==> config.mk <==
export PLATFORM = sky130hd
export DESIGN_NAME = mic_irq_ctrl
export DESIGN_NICKNAME = d
export VERILOG_FILES = /design/src/mic_irq_ctrl.v
export VERILOG_INCLUDE_DIRS = /design/src
export SDC_FILE = /design/constraint.sdc
export NUM_CORES = 1
export LEC_CHECK = 0
export ABC_CLOCK_PERIOD_IN_PS = 1600
export BUFFER_PORTS_ARGS = -buffer_cell sky130_fd_sc_hd__buf_2
export CORE_UTILIZATION = 40
export CTS_CLUSTER_DIAMETER = 30
export CTS_CLUSTER_SIZE = 25
export DETAILED_ROUTE_END_ITERATION = 10
export GPL_TIMING_DRIVEN = 0
export HOLD_SLACK_MARGIN = 0.08
export PLACE_DENSITY_LB_ADDON = 0.2
export SYNTH_ARGS = -nofsm -noshare
export SYNTH_HDL_FRONTEND = slang
export SYNTH_SLANG_ARGS = --single-unit
==> constraint.sdc <==
create_clock -name clk_i -period 1.6 [get_ports clk_i]
set_input_delay 0.16 -clock clk_i [delete_from_list [all_inputs] [get_ports clk_i]]
set_output_delay 0.16 -clock clk_i [all_outputs]
set_load 0.02 [all_outputs]
==> src/mic_regs.vh <==
// register map, bit positions and constants of the interrupt controller
`ifndef MIC_REGS_VH
`define MIC_REGS_VH

// register indices as printed; byte address is four times the index
`define MIC_IDX_CTRL      8'h0b
`define MIC_IDX_PFLAG     8'h0c
`define MIC_IDX_PEN       8'h8c
`define MIC_IDX_OPT       8'h81
`define MIC_IDX_PINEN     8'h96
`define MIC_IDX_CORE      8'hf0
`define MIC_IDX_STAT      8'hf1
`define MIC_IDX_PWR       8'hf2

`define MIC_CTRL_RST      8'h00
`define MIC_PFLAG_RST     8'h00
`define MIC_PEN_RST       8'h00
`define MIC_OPT_RST       8'hff
`define MIC_PINEN_RST     6'h00
`define MIC_STAT_RST      8'h18
`define MIC_PWR_RST       4'h2

// control register bits, and the edge select bit of the option register
`define MIC_B_GIE         7
`define MIC_B_PERIPHERAL_IRQ_ENABLE        6
`define MIC_B_T0E         5
`define MIC_B_EXTE        4
`define MIC_B_PCE         3
`define MIC_B_T0F         2
`define MIC_B_EXTF        1
`define MIC_B_PCF         0
`define MIC_B_EDGE        6

`define MIC_VECTOR        13'h0004
`define MIC_PC_ZERO       13'h0000
`define MIC_STAT_MASTER_CLEAR_NRM 8'h1f
`define MIC_STAT_SLP_SET  8'h10
`define MIC_STAT_SLP_MASK 8'h07
`define MIC_PWR_KEEP      4'h7
`define MIC_PORT_W        6
`define MIC_LAT_CYC       2'h2
`define MIC_Q_LAST        2'h3
`define MIC_Q2            2'h1
`define MIC_Q4            2'h3
`define MIC_Q1            2'h0

`endif

==> src/mic_irq_ctrl.v <==
// interrupt controller of a small microcontroller with an avalon-mm register slave
//
// Function
// - eleven sources: eight peripheral, three core flags
// - global enable gates all; cleared by reset
// - entry clears global enable, pushes, vectors
// - return instruction sets global enable again
// - pin/port latency three or four cycles
// - flags set regardless of interrupt enables; port flag needs a pin enable
// - requests after global clear stay pending
// - edge select picks rising or falling edge
// - pin enable masks; enabled edge wakes core
// - pin flag may set during Q4-Q1
// - timer overflow sets flag, masked by bit5
// - port change flag, per-pin enable register
// - change during port read may be missed
// - peripheral flags and enables share layout
// - normal master clear: pc zero, status/power
// - sleep master clear: pc zero, status pattern
// - wake continues next; vectors after it
// - only return pc saved on stack
//
// Chosen here: the Avalon-MM slave port.
`timescale 1ns/1ps
`default_nettype none
`include "mic_regs.vh"

module mic_irq_ctrl (
   input  wire        clk_i,
   input  wire        rst_n_i,
   // avalon-mm slave
   input  wire [9:0]  avs_address_i,
   input  wire        avs_read_i,
   input  wire        avs_write_i,
   input  wire [31:0] avs_writedata_i,
   input  wire [3:0]  avs_byteenable_i,
   output reg  [31:0] avs_readdata_o,
   output wire        avs_waitrequest_o,
   output reg  [1:0]  avs_response_o,
   // sources
   input  wire        external_irq_pin_i,
   input  wire        timer_zero_overflow_i,
   input  wire [5:0]  port_a_inputs_i,
   input  wire [7:0]  periph_event_i,
   // core side
   input  wire        master_clear_i,
   input  wire        sleeping_i,
   input  wire        instr_cycle_end_i,
   input  wire        return_from_irq_instr_i,
   input  wire        global_clear_instr_i,
   input  wire [12:0] pc_i,
   output reg  [1:0]  quarter_phase_o,
   output wire        core_irq_o,
   output wire        wake_o,
   output reg         vector_load_o,
   output reg  [12:0] vector_addr_o,
   output reg         stack_push_o,
   output reg  [12:0] stack_push_data_o,
   output reg  [12:0] pc_reset_o,
   output reg         pc_reset_load_o
);

   reg  [7:0]  ctrl_reg;
   reg  [7:0]  pflag_reg;
   reg  [7:0]  pen_reg;
   reg  [7:0]  opt_reg;
   reg  [5:0]  pinen_reg;
   reg  [7:0]  stat_reg;
   reg  [3:0]  pwr_reg;
   reg         pin_prev_reg;
   reg  [5:0]  port_prev_reg;
   reg         ack_reg;
   reg  [1:0]  lat_reg;
   reg         pend_reg;
   reg         hold_reg;
   reg         wake_seen_reg;
   reg         master_clear_prev_reg;

   wire        access   = avs_read_i | avs_write_i;
   wire [7:0]  idx      = avs_address_i[9:2];
   wire        wr       = avs_write_i & ack_reg & avs_byteenable_i[0];
   wire [7:0]  wdat     = avs_writedata_i[7:0];

   // one wait state, answer on second cycle
   assign avs_waitrequest_o = access & ~ack_reg;

   wire        edge_sel  = opt_reg[`MIC_B_EDGE];
   wire        pin_rise  = external_irq_pin_i & ~pin_prev_reg;
   wire        pin_fall  = ~external_irq_pin_i & pin_prev_reg;
   wire        q_window  = (quarter_phase_o == `MIC_Q4) | (quarter_phase_o == `MIC_Q1);
   wire        pin_ev    = (edge_sel ? pin_rise : pin_fall) & q_window;
   // a change landing on the port read phase is missed
   wire        port_ev   = |((port_a_inputs_i ^ port_prev_reg) & pinen_reg)
                           & (quarter_phase_o != `MIC_Q2);

   wire        core_hit  = (ctrl_reg[`MIC_B_T0E] & ctrl_reg[`MIC_B_T0F])
                         | (ctrl_reg[`MIC_B_EXTE] & ctrl_reg[`MIC_B_EXTF])
                         | (ctrl_reg[`MIC_B_PCE] & ctrl_reg[`MIC_B_PCF]);
   wire        periph_hit = ctrl_reg[`MIC_B_PERIPHERAL_IRQ_ENABLE] & |(pflag_reg & pen_reg);
   assign wake_o     = core_hit | periph_hit;
   assign core_irq_o = wake_o & ctrl_reg[`MIC_B_GIE] & ~hold_reg;

   // register read mux
   always @* begin
      avs_readdata_o = 32'h0000_0000;
      avs_response_o = 2'h0;
      if (idx == `MIC_IDX_CTRL) begin
         avs_readdata_o[7:0] = ctrl_reg;
      end else if (idx == `MIC_IDX_PFLAG) begin
         avs_readdata_o[7:0] = pflag_reg;
      end else if (idx == `MIC_IDX_PEN) begin
         avs_readdata_o[7:0] = pen_reg;
      end else if (idx == `MIC_IDX_OPT) begin
         avs_readdata_o[7:0] = opt_reg;
      end else if (idx == `MIC_IDX_PINEN) begin
         avs_readdata_o[5:0] = pinen_reg;
      end else if (idx == `MIC_IDX_CORE) begin
         avs_readdata_o[12:0] = pc_i;
         avs_readdata_o[16]   = pend_reg;
         avs_readdata_o[17]   = core_irq_o;
      end else if (idx == `MIC_IDX_STAT) begin
         avs_readdata_o[7:0] = stat_reg;
      end else if (idx == `MIC_IDX_PWR) begin
         avs_readdata_o[3:0] = pwr_reg;
      end else begin
         avs_response_o = 2'h2;
      end
   end

   always @(posedge clk_i or negedge rst_n_i) begin
      if (!rst_n_i) begin
         ack_reg <= 1'b0;
      end else begin
         ack_reg <= access & ~ack_reg;
      end
   end

   // quarter phase counter, last phase ends the instruction cycle
   always @(posedge clk_i or negedge rst_n_i) begin
      if (!rst_n_i) begin
         quarter_phase_o <= `MIC_Q1;
      end else if (instr_cycle_end_i) begin
         quarter_phase_o <= `MIC_Q1;
      end else begin
         quarter_phase_o <= quarter_phase_o + 2'h1;
      end
   end

   // control register: hardware set beats software clear
   always @(posedge clk_i or negedge rst_n_i) begin
      if (!rst_n_i) begin
         ctrl_reg     <= `MIC_CTRL_RST;
         pin_prev_reg <= 1'b0;
         port_prev_reg <= `MIC_PINEN_RST;
      end else begin
         pin_prev_reg  <= external_irq_pin_i;
         port_prev_reg <= port_a_inputs_i;
         if (wr && idx == `MIC_IDX_CTRL) begin
            ctrl_reg <= wdat;
         end
         if (vector_load_o) begin
            ctrl_reg[`MIC_B_GIE] <= 1'b0;
         end else if (return_from_irq_instr_i) begin
            ctrl_reg[`MIC_B_GIE] <= 1'b1;
         end else if (global_clear_instr_i) begin
            ctrl_reg[`MIC_B_GIE] <= 1'b0;
         end
         if (timer_zero_overflow_i) begin
            ctrl_reg[`MIC_B_T0F] <= 1'b1;
         end
         if (pin_ev) begin
            ctrl_reg[`MIC_B_EXTF] <= 1'b1;
         end
         if (port_ev) begin
            ctrl_reg[`MIC_B_PCF] <= 1'b1;
         end
      end
   end

   // peripheral flags, one per source
   genvar g;
   generate
      for (g = 0; g < 8; g = g + 1) begin : g_pflag
         always @(posedge clk_i or negedge rst_n_i) begin
            if (!rst_n_i) begin
               pflag_reg[g] <= 1'b0;
            end else if (periph_event_i[g]) begin
               pflag_reg[g] <= 1'b1;
            end else if (wr && idx == `MIC_IDX_PFLAG) begin
               pflag_reg[g] <= wdat[g];
            end
         end
      end
   endgenerate

   always @(posedge clk_i or negedge rst_n_i) begin
      if (!rst_n_i) begin
         pen_reg   <= `MIC_PEN_RST;
         opt_reg   <= `MIC_OPT_RST;
         pinen_reg <= `MIC_PINEN_RST;
      end else if (wr) begin
         if (idx == `MIC_IDX_PEN) begin
            pen_reg <= wdat;
         end else if (idx == `MIC_IDX_OPT) begin
            opt_reg <= wdat;
         end else if (idx == `MIC_IDX_PINEN) begin
            pinen_reg <= wdat[5:0];
         end
      end
   end

   // service sequencer: fixed latency in instruction cycles, only one after a wake
   always @(posedge clk_i or negedge rst_n_i) begin
      if (!rst_n_i) begin
         lat_reg           <= 2'h0;
         pend_reg          <= 1'b0;
         hold_reg          <= 1'b0;
         wake_seen_reg     <= 1'b0;
         vector_load_o     <= 1'b0;
         vector_addr_o     <= `MIC_PC_ZERO;
         stack_push_o      <= 1'b0;
         stack_push_data_o <= `MIC_PC_ZERO;
      end else begin
         vector_load_o <= 1'b0;
         stack_push_o  <= 1'b0;
         // ignore requests after a global clear until the instruction cycle ends
         if (global_clear_instr_i) begin
            hold_reg <= 1'b1;
         end else if (instr_cycle_end_i) begin
            hold_reg <= 1'b0;
         end
         // wake: run the next instruction before vectoring
         if (sleeping_i && wake_o) begin
            wake_seen_reg <= 1'b1;
         end
         if (core_irq_o && !pend_reg && !sleeping_i && instr_cycle_end_i) begin
            pend_reg <= 1'b1;
            lat_reg  <= wake_seen_reg ? 2'h0 : `MIC_LAT_CYC;
         end else if (pend_reg && instr_cycle_end_i) begin
            if (lat_reg != 2'h0) begin
               lat_reg <= lat_reg - 2'h1;
            end else begin
               pend_reg          <= 1'b0;
               wake_seen_reg     <= 1'b0;
               vector_load_o     <= 1'b1;
               vector_addr_o     <= `MIC_VECTOR;
               stack_push_o      <= 1'b1;
               stack_push_data_o <= pc_i;
            end
         end else if (pend_reg && !ctrl_reg[`MIC_B_GIE]) begin
            pend_reg <= 1'b0;
         end
      end
   end

   // status and power bits under master clear
   always @(posedge clk_i or negedge rst_n_i) begin
      if (!rst_n_i) begin
         stat_reg        <= `MIC_STAT_RST;
         pwr_reg         <= `MIC_PWR_RST;
         pc_reset_o      <= `MIC_PC_ZERO;
         pc_reset_load_o <= 1'b0;
         master_clear_prev_reg   <= 1'b0;
      end else begin
         master_clear_prev_reg   <= master_clear_i;
         pc_reset_load_o <= 1'b0;
         if (wr && idx == `MIC_IDX_STAT) begin
            stat_reg <= wdat;
         end
         if (wr && idx == `MIC_IDX_PWR) begin
            pwr_reg <= wdat[3:0];
         end
         if (master_clear_i && !master_clear_prev_reg) begin
            pc_reset_o      <= `MIC_PC_ZERO;
            pc_reset_load_o <= 1'b1;
            pwr_reg         <= pwr_reg & `MIC_PWR_KEEP;
            if (sleeping_i) begin
               stat_reg <= (stat_reg & `MIC_STAT_SLP_MASK) | `MIC_STAT_SLP_SET;
            end else begin
               stat_reg <= stat_reg & `MIC_STAT_MASTER_CLEAR_NRM;
            end
         end
      end
   end

endmodule
`default_nettype wire

==> out/qor.txt <==
Layout area overhead: 48.7%
Slowest-stage cell, CP: dfrtp_1
Clock Latency Late Sink: 0.35 ns
Area leader, netlist: dfrtp_1
CP Launch Type: register
Clock skew: 0.00379 ns
Post-place instance area: 5400 sq um
Design Area, Final: 6710 sq um
Ranking of synthesized cells by area: dfrtp_1 39%, buf_4 7.8%, dfstp_2 6.4%
Crit-path max FO: 3
Vias in the first global route: 3721
Post-Synth XOR/XNOR Area: 1.36%
Pre-antenna DRT Iters: 5
Delay of the slowest critical-path stage: 0.40 ns
Post-layout min period: 2.08 ns
Async SR Flop Fraction: 100%
Mux share of post-synthesis cell area: 13.2%
Failing checks: setup timing
CP endpoint kind: output pin
Leak: 3.26 nW
Setup TNS: -3.35 ns
Routed vias: 3871
Worst EP required: 1.44 ns
Adder-cell share of the synthesized area: 0.554%
Layout cells sized above 1: 48.0%
Root buffer cell: clkbuf_16
Post-DP HPWL: 8790 um
Total power: 5.20 mW
Simple-gate area share of the yosys netlist: 16.1%
Sequential group share of total power: 42.6%
Chip height: 108 um
Initial cell density of the core: 41.3%
Max Root-Sink Buffers: 2
Count of state elements after synthesis: 82
Int Pwr: 3.86 mW
RSZ-0062 raised after global routing: true
Hold path endpoint: ack_reg$_DFF_PN0_
Outcome: finished, violations left
Setup-failing EPs final: 15
Iteration-0 DRC Markers: 178
First-pass GRT wire length: 19300 um
Syn_area_per_cell: 10.6 sq um
PD cells: 775 nW/um^2
VDD IR max: 0.717 mV
Boundary Pins: 165
Largest net degree at the start of global routing: 62
Slew Viols, Final: 0
Maxcap violations: 0
CTS buffer count: 9
Post-synth EDFFs: 0
Max Fclk: 481 MHz
Depth of the worst hold-timing path: 3
# port buffers: 88
Largest register FFs: 13
Biggest register: stack_push_data_o
Final layout net count: 720
Clock power share: 40.3%
Worst Reg-to-Reg Cells: 7
Cell Rows: 38
Largest family of logic cells by synthesized area: simple AND/OR/NAND/NOR gates
CTS tree: yes
Core region area: 10900 sq um
Final Core Density: 61.4%
Via density: 4.97
Worst setup margin: -0.481 ns
Synthesis Warnings: 0
Yosys cell types: 61
R2R setup slack: -0.13 ns
Final ANT Viol Nets: 0
Fraction of power spent switching nets: 25.7%
Gp weighted congestion: 0.939
Worst Path Arrival: 1.92 ns
Die X-Extent: 108 um
CP bufs+invs: 1
Tot GR Track Use: 22.3%
Delay-heaviest family, CP: compound AO/OA/AOI/OAI gates
Synth top area share: 39.4%
Kind of critical path: register to output pin
Die ar.: 11700 sq um
Remaining Overflow, GRT: 0
Final Cycle Share: 130%
Comb pwr share: 17.1%
H-tree lvl count: 3
Crit-path cells: a22oi_2 > nand4_1 > a221oi_4 > nor2_2 > and2_4 > buf_6
Seq/Total Area, Yosys: 45.8%
Switching power total: 1.34 mW
Mapped cell area: 4510 sq um
Clock transition at the registers of the reported paths: 0.06 ns
Hold_sp: avs_read_i
Drt drc: 0
R2R Path End: wake_seen_reg$_DFF_PN0_
Final Hold Vio Count: 0
Number of inserted diodes: 0
FF-to-FF Start: pflag_reg[0]$_DFFE_PN0P_
Hold WC Path Type: primary input to register
Post-synthesis compound-gate area fraction: 12.2%
Avg WL per Cell: 16.4 um
Overall routed net length: 12800 um
CTS sink count: 82
Cells after synthesis: 424
Initial antenna violation count: 0
Prevailing post-synth register cell: dfrtp_1
## power groups by stage
| stage | Sequential, mW | Combinational, mW | Clock (mW) |
|---|---|---|---|
| global placement | 2.24 | 0.703 | 0 |
| floorplan | 2.28 | 0.429 | 0 |
| finish | 2.22 | 0.887 | 2.10 |
| CTS | 2.21 | 0.821 | 2.14 |
| detailed placement | 2.25 | 0.724 | 0 |
| global route | 2.22 | 0.966 | 2.23 |
## cells in the mapped netlist (7+ instances only)
cell type	count
a211o_1	9
a21oi_1	16
a22oi_1	12
and2_1	8
buf_4	47
dfrtp_1	71
dfstp_2	11
inv_1	17
mux2_1	13
mux2_2	23
mux2i_1	16
nand2_1	31
nand2b_1	7
nor2_1	35
o21ai_0	15
## layout by cell type (no fill, tap or decap), drive strengths merged, types with 5 or more instances in the layout
master / netlist / final
dfstp: 11 / 11
mux2: 38 / 38
a21oi: 16 / 16
or2: 6 / 6
dfrtp: 71 / 71
buf: 55 / 182
clkbuf: 5 / 17
inv: 17 / 17
o21ai: 16 / 16
xor2: 6 / 6
nand2: 32 / 32
nor2: 36 / 36
a211oi: 5 / 5
a211o: 9 / 9
dlygate4sd3: 0 / 31
a22oi: 12 / 12
nand2b: 8 / 8
and2: 8 / 8
conb: 1 / 43
mux2i: 16 / 16
## repair_timing
action	CTS	global route
gates cloned	0	1
hold endpoints to repair	51	0
gates resized for setup	40	76
buffers inserted	15	24
pin swaps	19	36
hold buffers	31	0
setup endpoints to repair	34	49
## worst max-delay path by stage
stage	from	to	slack, ns	cells past startpoint
after floorplan	avs_address_i[2]	avs_readdata_o[0]	-0.03	7
after global placement	avs_address_i[4]	avs_readdata_o[4]	-0.57	8
after detailed placement	avs_address_i[4]	avs_readdata_o[4]	-0.57	8
after CTS	stat_reg[3]$_DFFE_PN1P_	avs_readdata_o[3]	-0.45	6
after global routing	pflag_reg[0]$_DFFE_PN0P_	avs_readdata_o[17]	-0.53	6
final	pflag_reg[0]$_DFFE_PN0P_	avs_readdata_o[17]	-0.48	6
## worst min-delay path, delay by kind of cell
family / cells / cell delay, ns
buffers and inverters: 1 / 0.09
and+or+nand+nor: 2 / 0.13
## stage by stage
step	instances	hold slack (ns)	worst slack [ns]
after detailed placement	695	0.0838	-0.565
after CTS	756	0.0839	-0.451
after global placement	694	0.284	-0.567
after global routing	779	0.0938	-0.532
final	779	0.0823	-0.481
after floorplan	466	-0.136	-0.0281
## metal layers
layer  GRT usage, %  vias to the layer above  wire (um)
met5              0                        -          0
met1           27.5                     1873       5350
met3           6.21                       32        827
met4           8.41                        0        461
met2           37.0                      136       6140
li1               -                     1830          -
## area by class of cell
class | instances | area [sq um]
buffer | 57 | 454
clock buffer | 14 | 264
clock inverter | 2 | 35.0
fill | 922 | 4230
inverter | 17 | 63.8
multi-input combinational | 308 | 2470
sequential | 82 | 2070
tap | 140 | 175
timing repair buffer | 159 | 1180
## logic make-up (layout without fill, tap and decap cells)
kind of cell             Yosys count  after routing
AO/OA/AOI/OAI                     80             80
adder cells (fa/ha/maj)            2              2
AND/OR/NAND/NOR                  121            122
buffers and inverters             77            249
flip-flops                        82             82
other                              1             43
XOR/XNOR                           7              7
multiplexers                      54             54
No activity file was read; power rests on OpenSTA's default activity.
